File: config.mk
export PLATFORM = sky130hd
export DESIGN_NAME = dmct_device_flat
export DESIGN_NICKNAME = d
export VERILOG_FILES = /design/src/hdl/dmct_dummy_end.sv /design/src/hdl/dmct_pkg.sv /design/src/hdl/dmct_bus_if.sv /design/src/hdl/dmct_prescaler.sv /design/src/hdl/dmct_device.sv /design/src/flat_wrapper.sv
export VERILOG_INCLUDE_DIRS = /design/src /design/src/hdl
export SDC_FILE = /design/constraint.sdc
export NUM_CORES = 1
export LEC_CHECK = 0
export BUFFER_PORTS_ARGS = -buffer_cell sky130_fd_sc_hd__buf_2
export CAP_MARGIN = 40
export CELL_PAD_IN_SITES_DETAIL_PLACEMENT = 1
export CELL_PAD_IN_SITES_GLOBAL_PLACEMENT = 1
export CORE_MARGIN = 2
export CORE_UTILIZATION = 45
export CTS_CLUSTER_DIAMETER = 30
export DETAILED_ROUTE_END_ITERATION = 6
export GPL_ROUTABILITY_DRIVEN = 0
export PLACE_DENSITY = 0.76
export SYNTH_ARGS = -nofsm -noshare
export SYNTH_HDL_FRONTEND = slang
export SYNTH_HIERARCHICAL = 1
export SYNTH_SLANG_ARGS = --single-unit
File: constraint.sdc
create_clock -name clock -period 3 [get_ports clock]
set_input_delay 0.6 -clock clock [delete_from_list [all_inputs] [get_ports clock]]
set_output_delay 0.6 -clock clock [all_outputs]
set_load 0.02 [all_outputs]
File: src/hdl/dmct_params.svh
// Offsets, field positions, reset values and timing counts of the compare timer.
`ifndef DMCT_PARAMS_SVH
`define DMCT_PARAMS_SVH

// Device register indexes on the 8-bit peripheral bus.
`define DMCT_A_CTRL      4'h0
`define DMCT_A_STAT      4'h1
`define DMCT_A_CNT_HI    4'h2
`define DMCT_A_CNT_LO    4'h3
`define DMCT_A_CMP_HI    4'h4
`define DMCT_A_CMP_LO    4'h5
`define DMCT_A_IRQ_EN    4'h6
`define DMCT_A_IRQ_REQ   4'h7
`define DMCT_A_EDGE      4'h8

// Reset values and the value read from unmapped offsets.
`define DMCT_CMP_RST     8'hff
`define DMCT_CTRL_RST    8'h00
`define DMCT_STAT_RST    8'h00
`define DMCT_UNREAD      8'hff

// Control register fields.
`define DMCT_B_HI_LVL    7
`define DMCT_B_MODE8     6
`define DMCT_B_LO_LVL    3

// Status register fields.
`define DMCT_B_HI_OVIE   5
`define DMCT_B_HI_CLR    4
`define DMCT_B_LO_OVIE   1
`define DMCT_B_LO_CLR    0
`define DMCT_FLAG_MASK   8'hcc

// Edge select register fields.
`define DMCT_B_EDGE_RISE 0
`define DMCT_B_PIN_FUNC  1

// Clock select codes.
`define DMCT_CK_EXT      3'h0
`define DMCT_CK_DIV32    3'h4
`define DMCT_CK_DIV16    3'h5
`define DMCT_CK_DIV4     3'h6
`define DMCT_CK_WDIV4    3'h7

// Prescaler taps.
`define DMCT_PRE_DIV4    5'h03
`define DMCT_PRE_DIV16   5'h0f
`define DMCT_PRE_DIV32   5'h1f
`define DMCT_WDIV_LAST   2'h3

// Host Wishbone map.
`define DMCT_WB_CMD      8'h00
`define DMCT_WB_STAT     8'h04
`define DMCT_CMD_ADDR_LSB 8
`define DMCT_CMD_WR_BIT  12
`define DMCT_ST_BUSY     8
`define DMCT_ST_HI_IRQ   9
`define DMCT_ST_LO_IRQ   10

`endif

File: src/hdl/dmct_dummy_end.sv
// Intentionally empty end marker file kept out of compile lists.

File: src/hdl/dmct_pkg.sv
// Types of the compare timer link: address and byte shared by both ends, host state type used by the host only.
package dmct_pkg;
	typedef logic [3:0] dmct_addr_t;
	typedef logic [7:0] dmct_byte_t;
	typedef enum logic [1:0] {HS_IDLE, HS_STROBE, HS_CAPTURE} dmct_hstate_t;
endpackage : dmct_pkg

File: src/hdl/dmct_bus_if.sv
// Peripheral byte bus between the host controller and the compare timer.
`timescale 1ns/10ps
`default_nettype none
interface dmct_bus_if;
	logic                sel;
	logic                we;
	dmct_pkg::dmct_addr_t addr;
	dmct_pkg::dmct_byte_t wdata;
	dmct_pkg::dmct_byte_t rdata;
	logic                hiIrq;
	logic                loIrq;

	modport device (input sel, input we, input addr, input wdata,
		output rdata, output hiIrq, output loIrq);
	modport host (output sel, output we, output addr, output wdata,
		input rdata, input hiIrq, input loIrq);
endinterface : dmct_bus_if
`default_nettype wire

File: src/hdl/dmct_prescaler.sv
// Prescaler giving one-cycle count enables at clock/4, /16, /32 and watch clock/4.
`timescale 1ns/10ps
`default_nettype none
`include "dmct_params.svh"
module dmct_prescaler (
	input  wire logic clock,
	input  wire logic rst,
	input  wire logic watchClkPin,
	output logic      tick4,
	output logic      tick16,
	output logic      tick32,
	output logic      tickW4
);
	import dmct_pkg::*;

	logic [4:0] pre_reg;
	logic       wSync1_reg;
	logic       wSync2_reg;
	logic       wPrev_reg;
	logic [1:0] wDiv_reg;
	logic       wRise;

	assign tick4  = (pre_reg[1:0] == 2'(`DMCT_PRE_DIV4));
	assign tick16 = (pre_reg[3:0] == 4'(`DMCT_PRE_DIV16));
	assign tick32 = (pre_reg == `DMCT_PRE_DIV32);
	assign wRise  = wSync2_reg & ~wPrev_reg;
	assign tickW4 = wRise & (wDiv_reg == `DMCT_WDIV_LAST);

	// The watch clock is asynchronous, so only its resynchronised level is edge detected.
	always_ff @(posedge clock) begin
		if (rst) begin
			pre_reg    <= 5'h00;
			wSync1_reg <= 1'b0;
			wSync2_reg <= 1'b0;
			wPrev_reg  <= 1'b0;
			wDiv_reg   <= 2'h0;
		end else begin
			pre_reg    <= pre_reg + 5'h01;
			wSync1_reg <= watchClkPin;
			wSync2_reg <= wSync1_reg;
			wPrev_reg  <= wSync2_reg;
			if (wRise) begin
				wDiv_reg <= wDiv_reg + 2'h1;
			end
		end
	end
endmodule : dmct_prescaler
`default_nettype wire

File: src/hdl/dmct_device.sv
// Compare timer device: counters, compare match, toggle pins and flag registers.
//
// Notes on behaviour
// - Two compare bytes, readable, writable, reset all ones.
// - Sixteen-bit mode transfers go through hold byte.
// - Sixteen-bit mode compares whole word, sets high flag.
// - Match sets high pending; enable gates request.
// - Sixteen-bit match toggles high pin, level presettable.
// - Eight-bit mode compares each half independently.
// - Eight-bit mode: each half toggles its pin.
// - Control register write-only, selects modes, resets zero.
// - Bit 7 sets high pin level immediately.
// - Bit 3 sets low pin level immediately.
// - Upper clock select: cascade or four clocks.
// - Lower clock select: event pin or four clocks.
// - Event counting edge chosen by edge select bit.
// - Pin function change while low may count.
// - Status resets zero; flags only cleared by zero.
// - Upper overflow flag set by hardware, read-then-clear.
// - Upper match flag set by hardware, read-then-clear.
// - Upper clear-on-match bit clears counter on match.
// - Lower overflow flag set by hardware, read-then-clear.
// - Lower match flag set by hardware, read-then-clear.
// - Lower clear-on-match bit clears lower counter.
//
// Decided for this implementation: register access over Wishbone and the register offsets.
`timescale 1ns/10ps
`default_nettype none
`include "dmct_params.svh"
module dmct_device (
	input  wire logic   clock,
	input  wire logic   rst,
	dmct_bus_if.device  bus,
	input  wire logic   eventInPin,
	input  wire logic   watchClkPin,
	output logic        hiTogglePin,
	output logic        loTogglePin
);
	import dmct_pkg::*;

	function automatic logic selTick(input logic [2:0] code, input logic altTick,
			input logic t4, input logic t16, input logic t32, input logic tw);
		case (code)
			`DMCT_CK_EXT:   selTick = altTick;
			`DMCT_CK_DIV32: selTick = t32;
			`DMCT_CK_DIV16: selTick = t16;
			`DMCT_CK_DIV4:  selTick = t4;
			`DMCT_CK_WDIV4: selTick = tw;
			default:        selTick = 1'b0;
		endcase
	endfunction : selTick

	dmct_byte_t ctrl_reg;
	dmct_byte_t stat_reg;
	dmct_byte_t armed_reg;
	dmct_byte_t cntHi_reg;
	dmct_byte_t cntLo_reg;
	dmct_byte_t cmpHi_reg;
	dmct_byte_t cmpLo_reg;
	dmct_byte_t hold_reg;
	dmct_byte_t rdata_reg;
	dmct_byte_t rdata_next;
	logic [1:0] irqEn_reg;
	logic [1:0] irqPend_reg;
	logic [1:0] edge_reg;
	logic       evSync1_reg;
	logic       evSync2_reg;
	logic       evPrev_reg;
	logic       eqHiPrev_reg;
	logic       eqLoPrev_reg;
	logic       hiPin_reg;
	logic       loPin_reg;
	logic       tick4;
	logic       tick16;
	logic       tick32;
	logic       tickW4;

	dmct_prescaler u_pre (
		.clock       (clock),
		.rst         (rst),
		.watchClkPin (watchClkPin),
		.tick4       (tick4),
		.tick16      (tick16),
		.tick32      (tick32),
		.tickW4      (tickW4)
	);

	wire wr      = bus.sel & bus.we;
	wire rd      = bus.sel & ~bus.we;
	wire wCtrl   = wr & (bus.addr == `DMCT_A_CTRL);
	wire wStat   = wr & (bus.addr == `DMCT_A_STAT);
	wire wCntHi  = wr & (bus.addr == `DMCT_A_CNT_HI);
	wire wCntLo  = wr & (bus.addr == `DMCT_A_CNT_LO);
	wire wCmpHi  = wr & (bus.addr == `DMCT_A_CMP_HI);
	wire wCmpLo  = wr & (bus.addr == `DMCT_A_CMP_LO);
	wire wIrqEn  = wr & (bus.addr == `DMCT_A_IRQ_EN);
	wire wIrqReq = wr & (bus.addr == `DMCT_A_IRQ_REQ);
	wire wEdge   = wr & (bus.addr == `DMCT_A_EDGE);
	wire rStat   = rd & (bus.addr == `DMCT_A_STAT);
	wire rCntHi  = rd & (bus.addr == `DMCT_A_CNT_HI);
	wire mode8   = ctrl_reg[`DMCT_B_MODE8];

	// With the pin given to another function the counter sees a high level, so switching
	// the function while the pin is low produces an edge that may be counted.
	wire evLevel = edge_reg[`DMCT_B_PIN_FUNC] ? evSync2_reg : 1'b1;
	wire evEdge  = edge_reg[`DMCT_B_EDGE_RISE] ? (evLevel & ~evPrev_reg)
		: (~evLevel & evPrev_reg);

	wire loTick  = selTick(ctrl_reg[2:0], evEdge, tick4, tick16, tick32, tickW4);
	wire loOvf   = loTick & (cntLo_reg == 8'hff);
	wire hiTick  = selTick(ctrl_reg[6:4], loOvf, tick4, tick16, tick32, tickW4);
	wire hiOvf   = hiTick & (cntHi_reg == 8'hff);
	wire loOvfEv = loOvf & mode8;

	wire eqHi    = mode8 ? (cntHi_reg == cmpHi_reg)
		: ({cntHi_reg, cntLo_reg} == {cmpHi_reg, cmpLo_reg});
	wire eqLo    = mode8 & (cntLo_reg == cmpLo_reg);
	// A match is the first cycle of equality, so a stalled counter toggles a pin only once.
	wire matchHi = eqHi & ~eqHiPrev_reg;
	wire matchLo = eqLo & ~eqLoPrev_reg;

	wire clrHi   = matchHi & stat_reg[`DMCT_B_HI_CLR];
	wire clrLo   = mode8 ? (matchLo & stat_reg[`DMCT_B_LO_CLR]) : clrHi;

	wire [7:0] setMask = {hiOvf, matchHi, 2'h0, loOvfEv, matchLo, 2'h0};
	wire [7:0] clrMask = wStat ? (~bus.wdata & armed_reg & `DMCT_FLAG_MASK) : 8'h00;
	wire [7:0] statBase = wStat
		? ((stat_reg & ~clrMask & `DMCT_FLAG_MASK) | (bus.wdata & ~`DMCT_FLAG_MASK))
		: stat_reg;
	wire [7:0] statNext = statBase | setMask;
	wire [7:0] armedNext = (rStat ? (armed_reg | (stat_reg & `DMCT_FLAG_MASK)) : armed_reg)
		& ~clrMask;

	wire [1:0] pendSet = {matchHi | (hiOvf & stat_reg[`DMCT_B_HI_OVIE]),
		matchLo | (loOvfEv & stat_reg[`DMCT_B_LO_OVIE])};
	wire [1:0] pendNext = (wIrqReq ? (irqPend_reg & bus.wdata[1:0]) : irqPend_reg) | pendSet;

	wire [7:0] cntLoNext = wCntLo ? bus.wdata : (clrLo ? 8'h00
		: (loTick ? cntLo_reg + 8'h01 : cntLo_reg));
	wire [7:0] cntHiNext = (wCntLo & ~mode8) ? hold_reg : ((wCntHi & mode8) ? bus.wdata
		: (clrHi ? 8'h00 : (hiTick ? cntHi_reg + 8'h01 : cntHi_reg)));
	wire [7:0] cmpHiNext = (wCmpLo & ~mode8) ? hold_reg
		: ((wCmpHi & mode8) ? bus.wdata : cmpHi_reg);
	wire [7:0] holdNext = (~mode8 & (wCntHi | wCmpHi)) ? bus.wdata
		: ((~mode8 & rCntHi) ? cntLo_reg : hold_reg);

	// Software level writes win over a match in the same cycle.
	wire hiPinNext = wCtrl ? bus.wdata[`DMCT_B_HI_LVL]
		: (matchHi ? ~hiPin_reg : hiPin_reg);
	wire loPinNext = wCtrl ? bus.wdata[`DMCT_B_LO_LVL]
		: (matchLo ? ~loPin_reg : loPin_reg);

	always_comb begin
		case (bus.addr)
			`DMCT_A_STAT:    rdata_next = stat_reg;
			`DMCT_A_CNT_HI:  rdata_next = cntHi_reg;
			`DMCT_A_CNT_LO:  rdata_next = mode8 ? cntLo_reg : hold_reg;
			`DMCT_A_CMP_HI:  rdata_next = cmpHi_reg;
			`DMCT_A_CMP_LO:  rdata_next = cmpLo_reg;
			`DMCT_A_IRQ_EN:  rdata_next = {6'h00, irqEn_reg};
			`DMCT_A_IRQ_REQ: rdata_next = {6'h00, irqPend_reg};
			`DMCT_A_EDGE:    rdata_next = {6'h00, edge_reg};
			default:         rdata_next = `DMCT_UNREAD;
		endcase
	end

	assign bus.rdata   = rdata_reg;
	assign bus.hiIrq   = irqPend_reg[1] & irqEn_reg[1];
	assign bus.loIrq   = irqPend_reg[0] & irqEn_reg[0];
	assign hiTogglePin = hiPin_reg;
	assign loTogglePin = loPin_reg;

	always_ff @(posedge clock) begin
		if (rst) begin
			ctrl_reg     <= `DMCT_CTRL_RST;
			stat_reg     <= `DMCT_STAT_RST;
			armed_reg    <= 8'h00;
			cntHi_reg    <= 8'h00;
			cntLo_reg    <= 8'h00;
			cmpHi_reg    <= `DMCT_CMP_RST;
			cmpLo_reg    <= `DMCT_CMP_RST;
			hold_reg     <= 8'h00;
			rdata_reg    <= 8'h00;
			irqEn_reg    <= 2'h0;
			irqPend_reg  <= 2'h0;
			edge_reg     <= 2'h0;
			evSync1_reg  <= 1'b1;
			evSync2_reg  <= 1'b1;
			evPrev_reg   <= 1'b1;
			eqHiPrev_reg <= 1'b0;
			eqLoPrev_reg <= 1'b0;
			hiPin_reg    <= 1'b0;
			loPin_reg    <= 1'b0;
		end else begin
			if (wCtrl) begin
				ctrl_reg <= bus.wdata;
			end
			if (wCmpLo) begin
				cmpLo_reg <= bus.wdata;
			end
			if (wIrqEn) begin
				irqEn_reg <= bus.wdata[1:0];
			end
			if (wEdge) begin
				edge_reg <= bus.wdata[1:0];
			end
			if (rd) begin
				rdata_reg <= rdata_next;
			end
			stat_reg     <= statNext;
			armed_reg    <= armedNext;
			cntHi_reg    <= cntHiNext;
			cntLo_reg    <= cntLoNext;
			cmpHi_reg    <= cmpHiNext;
			hold_reg     <= holdNext;
			irqPend_reg  <= pendNext;
			evSync1_reg  <= eventInPin;
			evSync2_reg  <= evSync1_reg;
			evPrev_reg   <= evLevel;
			eqHiPrev_reg <= eqHi;
			eqLoPrev_reg <= eqLo;
			hiPin_reg    <= hiPinNext;
			loPin_reg    <= loPinNext;
		end
	end
endmodule : dmct_device
`default_nettype wire

File: src/flat_wrapper.sv
// flat-port wrapper written by rule: the top's interface ports become plain ports
module dmct_device_flat import dmct_pkg::*;
  (clock, rst, eventInPin, watchClkPin, hiTogglePin, loTogglePin, bus_sel, bus_we, bus_addr, bus_wdata, bus_rdata, bus_hiIrq, bus_loIrq);
  dmct_bus_if bus_i ();
  input  wire logic clock;
  input  wire logic rst;
  input  wire logic eventInPin;
  input  wire logic watchClkPin;
  output logic hiTogglePin;
  output logic loTogglePin;
  input wire logic [$bits(bus_i.sel)-1:0] bus_sel;
  input wire logic [$bits(bus_i.we)-1:0] bus_we;
  input wire logic [$bits(bus_i.addr)-1:0] bus_addr;
  input wire logic [$bits(bus_i.wdata)-1:0] bus_wdata;
  output wire logic [$bits(bus_i.rdata)-1:0] bus_rdata;
  output wire logic [$bits(bus_i.hiIrq)-1:0] bus_hiIrq;
  output wire logic [$bits(bus_i.loIrq)-1:0] bus_loIrq;
  assign bus_i.sel = bus_sel;
  assign bus_i.we = bus_we;
  assign bus_i.addr = bus_addr;
  assign bus_i.wdata = bus_wdata;
  assign bus_rdata = bus_i.rdata;
  assign bus_hiIrq = bus_i.hiIrq;
  assign bus_loIrq = bus_i.loIrq;
  dmct_device u_core (.clock(clock), .rst(rst), .bus(bus_i), .eventInPin(eventInPin), .watchClkPin(watchClkPin), .hiTogglePin(hiTogglePin), .loTogglePin(loTogglePin));
endmodule
* Word level (Yosys, flattened, before mapping)
Index checks and enable logic that the tools add are counted.
** Word-level totals
- Flip-flop bits (word level) :: 94
- Input port bits :: 18
- Output and inout bits :: 12
- Logic and storage cells :: 146
** Operators by class
- $add $sub $neg :: 4
- Equality and inequality tests :: 25
- Muxes and demuxes :: 27
- Bitwise operators :: 57
- Reductions and logical operators :: 9
** Operators by type and width (count)
- 8-bit 2-to-1 mux :: 15
- 8-bit one-hot mux with 8 select lines :: 1
- 1-bit bitwise AND :: 35
- 8-bit bitwise AND :: 3
- 3-bit equality test, second input constant :: 8
- 8-bit by 1-bit adder with 8-bit output, second input constant :: 2
- 16-bit equality test :: 1
- 4-bit by 3-bit equality test with 1-bit output, second input constant :: 4
- 8-bit equality test :: 2
- 8-bit equality test, second input constant :: 2
- 8-bit NOT :: 2
- 8-bit bitwise OR :: 2
- 1-bit one-hot mux with 5 select lines :: 2
- 1-bit NOT :: 9
- 4-bit by 2-bit equality test with 1-bit output, second input constant :: 2
- 4-bit equality test, second input constant :: 2
- 1-bit 2-to-1 mux :: 8
- 8-bit by 6-bit bitwise OR with 8-bit output :: 1
- 2-bit nonzero test :: 4
- 3-bit zero test :: 2
- 5-bit by 1-bit adder with 5-bit output, second input constant :: 1
- 5-bit equality test, second input constant :: 1
- 2-bit equality test, second input constant :: 2
- 4-bit by 1-bit equality test with 1-bit output, second input constant :: 1
- 8 further kinds :: 10

* Logic depth before layout (Yosys ltp)
Gate-level depths: netlist (run 1).
- Depth in word-level cells :: 11
- Mapped depth :: 9
- Gate-level depth less buffers :: 8

* Hierarchy
Netlist (run 1), hierarchy kept.
** Modules (own cells, without submodules)
- dmct_device :: times used 1, cells an instance 555, area an instance 4526.8 um2, sequential area each 1581.5 um2
- dmct_prescaler :: times used 1, cells an instance 32, area an instance 364.1 um2, sequential area each 200.2 um2

* Worst setup path before layout (run 1)
No wires, ideal clock.
- Kind :: flip-flop to flip-flop
- From :: reg u_core.u_pre.pre_reg[0]
- To :: reg u_core.cntHi_reg[1]
- Library setup time :: 0.125 ns
- Arrival :: 2.341 ns
- Required time :: 2.875 ns
- Path slack :: 0.534 ns
- Stages on the path, launching flop included :: 10
- Buffers on the path :: 2
- Clock period less this slack :: 2.466 ns
- Path through :: dfxtp_1 > ha_1 > and3_1 > ha_1 > mux4_2 > and2_1 > clkbuf_1 > or3_1 > clkbuf_1 > mux2i_1
** Between the ends
- Cells in the longest elaborated chain, start to end :: 5
- Elaborated cells between the ends (all ways) :: 7
- Those cells by class :: eq/ne (3); mux (2); bitwise (1); reduce/logical (1)
** Ends and longest elaborated chain
- from (decl) :: line dmct_prescaler.sv:16 : logic [4:0] pre_reg;
- from (signal assigned) :: line dmct_prescaler.sv:38 : pre_reg <= pre_reg + 5'h01;
- 2-bit equality test * :: line dmct_prescaler.sv:23 : assign tick4 = (pre_reg[1:0] == 2'(`DMCT_PRE_DIV4));
- via u_core.tick4 :: line dmct_device.sv:73 : logic tick4;
- 1-bit one-hot mux with 5 select lines :: line dmct_device.sv:43 : case (code)
- 1-bit bitwise AND :: line dmct_device.sv:110 : wire loOvf = loTick & (cntLo_reg == 8'hff);
- 1-bit one-hot mux with 5 select lines * :: line dmct_device.sv:43
- 4-bit nonzero test (no line) *
- to (signal assigned) :: line dmct_device.sv:212 : cntHi_reg <= cntHiNext;
- to (decl) :: line dmct_device.sv:56 : dmct_byte_t cntHi_reg;
The timed path passes the listed nets; every way through them passes the cells marked *.
A chain may end at the register's enable or synchronous reset.

* Worst setup path after layout (run 1)
- From :: reg u_core.u_pre.pre_reg[0]
- To :: reg u_core.cntHi_reg[0]
The elaborated chain is that of the path after synthesis.

==> results.yml, run 1 <==
floorplan:
  core_sq_um: 10700
  die_w_microns: 108.3
  boundaryPins: 30
  start_util_pct: 45.72
  row_count: 38
  dieArea_sq_um: 11720
  die-height_microns: 108.3
cts:
  hold_buffers: 0
  cts_buffers: 9
  cts.clk_slew.worst_paths_ns: 0.09
  root_buffer: "clkbuf_8"
  clock-sinks: 89
  clock_latency_ns: 0.37
  ctsLongestPathBuffers: 2
  cts-resized-gates: 0
  htree_levels: 3
  cts_tree: "built"
  cts_setup_buffers: 0
routing:
  wl_per_cell_microns: 22.60
  wirelength_mm: 17.07
  viasPerCell: 6.287
  vias: 4747
  antenna_left: 0
  drt_iter0_markers: 367
  drcViolationCount: 0
  drtPass1Iterations: 5
global_route:
  overflow: 0
  first_global_vias: 4770
  grt_usage_pct: 30.12
  grt_pass1_wl_mm: 26.45
  grt_max_degree: 43
  antenna_found_initial: 0
synthesis:
  synth_compound_area_share_pct: 23.18
  syn_nets: 610
  syn_area_sq_um: 4891
  ys_warn_count: 6
  yosysSeqAreaShare_pct: 36.43
  synth_edf_count: 0
  muxShareOfSynthArea_pct: 6.421
  synthTopCellsByArea: "dfxtp_1 (36%), mux2i_1 (5.7%), nand2_1 (4.4%)"
  yosys.area_share.simple_pct: 22.82
  synth_most_common_cell: "dfxtp_1"
  synth.top_cell.area_share_pct: 36.43
  synth_top_family_by_area: "compound AO/OA/AOI/OAI gates"
  synth_area_per_cell_sq_um: 8.332
  synth_xor_area_share_pct: 5.014
  synth-adder-area-share_pct: 1.279
  synthCells: 587
  yosysTopAreaCell: "dfxtp_1"
  synth_common_cells: "dfxtp_1 (89), nand2_1 (57), nor2_1 (55)"
  synth_cell_types: 75
  ys.flop_type: "dfxtp_1"
  async_reset_ff_share_pct: 0
  ys_ff_latch: 89
finish:
  antenna_cells: 0
  syn2layout_area_growth_pct: 10.95
  drive_above_1_share_pct: 16.59
  stdcell_area_sq_um: 5426
  fin_nets: 633
worst_hold_path:
  hold_class: "input port to flop"
critical_path:
  end_kind: "flop"
  worstPathMaxFanout: 11
  cp_data_arrival_time_ns: 2.92
  critPathKind: "flop to flop"
  cp.required_ns: 3.28
  start_kind: "flop"
sta:
  relSlewSlack_pct: 52.42
  tns_ns: 0
  finalSetupViolCount: 0
  drv_slew: 0
  rsz0062_at_grt: "no"
  clock_skew_ns: 0.007282
  period_minus_slack_ns: 2.637
  max_freq_mhz: 379.2
  hold_viol_final: 0
  period_share_pct: 87.91
  tightest_slew_ns: 0.7120
power:
  swShare_pct: 27.05
  p_seq_share_pct: 53.8
  pwr-share-comb_pct: 8.8
  pwr_density_cell_nw_per_um2: 419.5
  p_int_mw: 1.660
  clockPowerShare_pct: 37.4
  leakagePower_nw: 2.093
  p_sw_mw: 0.6157
  vdd_drop_max_uv: 335.2
placement:
  place_area_sq_um: 5224
  dpl.hpwl_mm: 12.42
  io_buffers: 29
job:
  maxCapViolCount: 0
run_status:
  status: "finished, final reports clean"
==> cells in the final DEF (no fill, tap or decap), drive strengths merged, types with 8 or more instances in the layout <==
cell / netlist / layout
inv: 10 / 11
o21ai: 37 / 37
a21oi: 35 / 35
nor3: 12 / 12
nor2: 55 / 55
clkbuf: 29 / 10
and3: 12 / 12
a211oi: 17 / 17
nor2b: 21 / 21
dfxtp: 89 / 89
a22oi: 12 / 12
and2: 10 / 10
mux2i: 28 / 28
a221oi: 8 / 8
xnor2: 13 / 13
xor2: 15 / 15
nand2: 57 / 57
nand3: 22 / 22
buf: 15 / 56
==> power by group through the flow <==
| stage | Clock (mW) | Combinational, mW | Sequential [mW] |
|---|---|---|---|
| floorplan | 0 | 0.110 | 1.26 |
| global placement | 0 | 0.191 | 1.25 |
| detailed placement | 0 | 0.197 | 1.25 |
| CTS | 0.865 | 0.199 | 1.22 |
| global route | 0.908 | 0.216 | 1.23 |
| finish | 0.851 | 0.200 | 1.22 |
==> kinds of logic (layout without fill, tap and decap cells) <==
logic type / after synthesis / in the layout
multiplexers: 30 / 30
adder cells (fa/ha/maj): 5 / 5
XOR/XNOR: 28 / 28
AND/OR/NAND/NOR: 219 / 219
AO/OA/AOI/OAI: 161 / 161
buffers and inverters: 55 / 83
flip-flops: 89 / 89
==> routing by layer <==
metal	wire length (microns)	share of wire (%)	GRT usage, %	up-vias
met5	0	0	0	-
met4	695	4.1	14.93	0
met3	856	5.0	4.340	51
met2	8204	48	48.07	154
met1	7309	43	39.86	2371
li1	-	-	-	2171
==> worst max-delay path, stage by stage (launching register included) <==
cell,delay [ns]
dfxtp_1,0.34
ha_1,0.25
and3_1,0.20
ha_1,0.23
mux4_2,0.47
and2_1,0.30
nand2b_1,0.20
or4_1,0.40
and3_1,0.15
==> metrics by stage <==
step	setup slack [ns]	utilization (%)	power (mW)	cells	hold WS, ns
2_1_floorplan	0.5339	-	1.365	587	0.3895
3_3_place_gp	0.3908	48.69	1.442	737	0.3924
3_5_place_dp	0.2221	48.83	1.450	738	0.4025
4_1_cts	0.2056	50.65	2.288	754	0.4006
5_1_grt	0.1777	50.73	2.351	755	0.4047
6_report	0.3627	50.73	2.276	755	0.4099
==> layout make-up <==
type,instances,area [sq um]
Sequential cell,89,1782
Inverter,11,41.29
Timing Repair Buffer,56,355.3
Fill cell,1316,5271
Clock inverter,6,67.56
Multi-Input combinational cell,443,2878
Clock buffer,10,127.6
Tap cell,140,175.2
==> final timing paths <==
kind,from,to,slack [ns],cells after the start
setup / recovery,u_core/u_pre/pre_reg[0]$_SDFF_PP0_,u_core/cntHi_reg[0]$_SDFFE_PP0P_,0.36,8
hold / removal,eventInPin,u_core/evSync1_reg$_SDFF_PP1_,0.41,2
setup reg to reg,u_core/u_pre/pre_reg[0]$_SDFF_PP0_,u_core/cntHi_reg[0]$_SDFFE_PP0P_,0.36,8
hold reg to reg,u_core/evSync1_reg$_SDFF_PP1_,u_core/evSync2_reg$_SDFF_PP1_,0.42,1
Note: power is estimated with default switching activity, not from simulation.
==> inputs of run 2 (changes only) <==
Settings changed: PLACE_DENSITY 0.76 to not set, PLACE_DENSITY_LB_ADDON set to 0.1.
==> run 2 against run 1 <==
Compared with the run above: global-route usage increased by 1.2 points; final cell count decreased by 0.13%; flip-flop and latch count unchanged; highest routed layer unchanged; hold slack got worse by 0.019 ns; clock skew increased by 0.0015 ns; core utilization decreased by 0.27 points; power decreased by 2.0%; die area unchanged.
==> results.yml, run 2 (synthesis gave the netlist of run 1 again) <==
run_status:
  status: "finished, final reports clean"
finish:
  final_util_pct: 50.46
  drive_above_1_share_pct: 16.61
  antenna_cells: 0
  syn2layout_area_growth_pct: 10.36
  fin_nets: 632
  final_common_cell: "dfxtp_1"
  mostFrequentLayoutCells: "dfxtp_1 (89), nand2_1 (57), nor2_1 (55), o21ai_0 (34), a21oi_1 (33)"
sta:
  period_share_pct: 88.15
  period_minus_slack_ns: 2.644
  clock_skew_ns: 0.008826
  rsz0062_at_grt: "no"
  max_freq_mhz: 378.1
  relSlewSlack_pct: 38.75
  finalSetupViolCount: 0
  drv_slew: 0
  tightest_slew_ns: 0.9174
  tns_ns: 0
  fin_hold_ws_ns: 0.3912
  hold_viol_final: 0
routing:
  drcViolationCount: 0
  drtPass1Iterations: 4
  antenna_left: 0
  wirelength_mm: 17.58
  wl_per_cell_microns: 23.32
  drt_iter0_markers: 388
  viasPerCell: 6.277
  vias: 4733
critical_path:
  cp.required_ns: 3.28
  cp_data_arrival_time_ns: 2.93
  start_kind: "flop"
  worstPathMaxFanout: 16
  crit_start: "u_core/cntHi_reg[6]$_SDFFE_PP0P_"
  r2r-start: "u_core/cntHi_reg[6]$_SDFFE_PP0P_"
  ff2ff_setup_slack_ns: 0.36
  crit_path_max_incr_delay_ns: 0.65
  path_cells: "xnor2_1 > nand4_1 > or4b_4 > o311ai_4 > o21ai_0 > a221oi_1"
  critPathKind: "flop to flop"
  cp_slowest_cell: "o311ai_4"
  reg2reg_depth: 6
  end_kind: "flop"
  crit_path_end: "u_core/cntLo_reg[4]$_SDFFE_PP0P_"
  rr_endpoint: "u_core/cntLo_reg[4]$_SDFFE_PP0P_"
cts:
  cts_buffers: 9
  ctsLongestPathBuffers: 2
  hold_buffers: 0
  root_buffer: "clkbuf_8"
  cts_setup_buffers: 0
  cts-resized-gates: 0
  htree_levels: 3
  clock_latency_ns: 0.38
  cts.clk_slew.worst_paths_ns: 0.10
  cts_tree: "built"
  clock-sinks: 89
global_route:
  grt_usage_pct: 31.35
  use_met1_pct: 41.55
  first_global_vias: 4765
  grt_pass1_wl_mm: 27.24
  antenna_found_initial: 0
  grt_max_degree: 54
  met3_usage_pct: 4.641
  grt.busiest_layer: "met2"
  overflow: 0
  grt_use_met2_pct: 50.22
job:
  maxCapViolCount: 0
power:
  pwr_density_cell_nw_per_um2: 413.4
  leakagePower_nw: 2.065
  vdd_drop_max_uv: 301.3
floorplan:
  die-height_microns: 108.3
  die_w_microns: 108.3
  dieArea_sq_um: 11720
  row_count: 38
  boundaryPins: 30
  core_sq_um: 10700
  start_util_pct: 45.72
placement:
  io_buffers: 29
  dpl.hpwl_mm: 12.74
worst_hold_path:
  hold_class: "input port to flop"
## run 2: cell types whose count changed in the layout (fill, tap and decap cells not counted), sizes merged
cell / before / now
clkinv: 4 / 1
clkinvlp: 1 / 4
buf: 56 / 55
bufinv: 1 / 0
inv: 11 / 12
## run 2: final cells by class
class,count,area (sq um)
fill,1333,5300
multi-input combinational,443,2882
sequential,89,1782
timing repair buffer,55,340.3
tap,140,175.2
clock buffer,10,127.6
clock inverter,6,50.05
inverter,11,41.29
## run 2: worst min-delay path by stage
stage,startpoint,end,slack (ns),cells past startpoint
2_1_floorplan,u_core/evSync1_reg$_SDFF_PP1_,u_core/evSync2_reg$_SDFF_PP1_,0.39,1
3_3_place_gp,u_core/evSync1_reg$_SDFF_PP1_,u_core/evSync2_reg$_SDFF_PP1_,0.40,1
3_5_place_dp,u_core/evSync1_reg$_SDFF_PP1_,u_core/evSync2_reg$_SDFF_PP1_,0.41,1
4_1_cts,eventInPin,u_core/evSync1_reg$_SDFF_PP1_,0.37,2
5_1_grt,eventInPin,u_core/evSync1_reg$_SDFF_PP1_,0.39,2
6_report,eventInPin,u_core/evSync1_reg$_SDFF_PP1_,0.39,2
## run 2: worst max-delay path, delay by kind of cell (launching register included)
kind | cells | cell delay, ns
compound gates | 3 | 1.10
flops | 1 | 0.51
xor+xnor | 1 | 0.16
simple gates | 2 | 0.77
## run 2: per-layer routing
metal | share of wire [%] | routed length [microns] | vias up
met3 | 5.7 | 1006 | 42
met1 | 45 | 7924 | 2353
met5 | 0 | 0 | -
met4 | 3.5 | 609 | 0
li1 | - | - | 2181
met2 | 46 | 8042 | 157
## run 2: where the power goes
part	switching [mW]	internal [mW]	leakage, nW	total [mW]
clock	0.497	0.310	0.0771	0.807
combinational	0.133	0.0659	1.27	0.199
sequential	0.0207	1.20	0.722	1.22
total	0.651	1.58	2.06	2.23
## run 2: through the flow
step                cells  power, mW  setup WS (ns)  area (sq um)
floorplan             587      1.365         0.5339          4891
global placement      738      1.443         0.4279          5216
detailed placement    738      1.448         0.2651          5216
CTS                   754      2.240         0.2428          5394
global route          754      2.311         0.2039          5398
finish                754      2.231         0.3555          5398
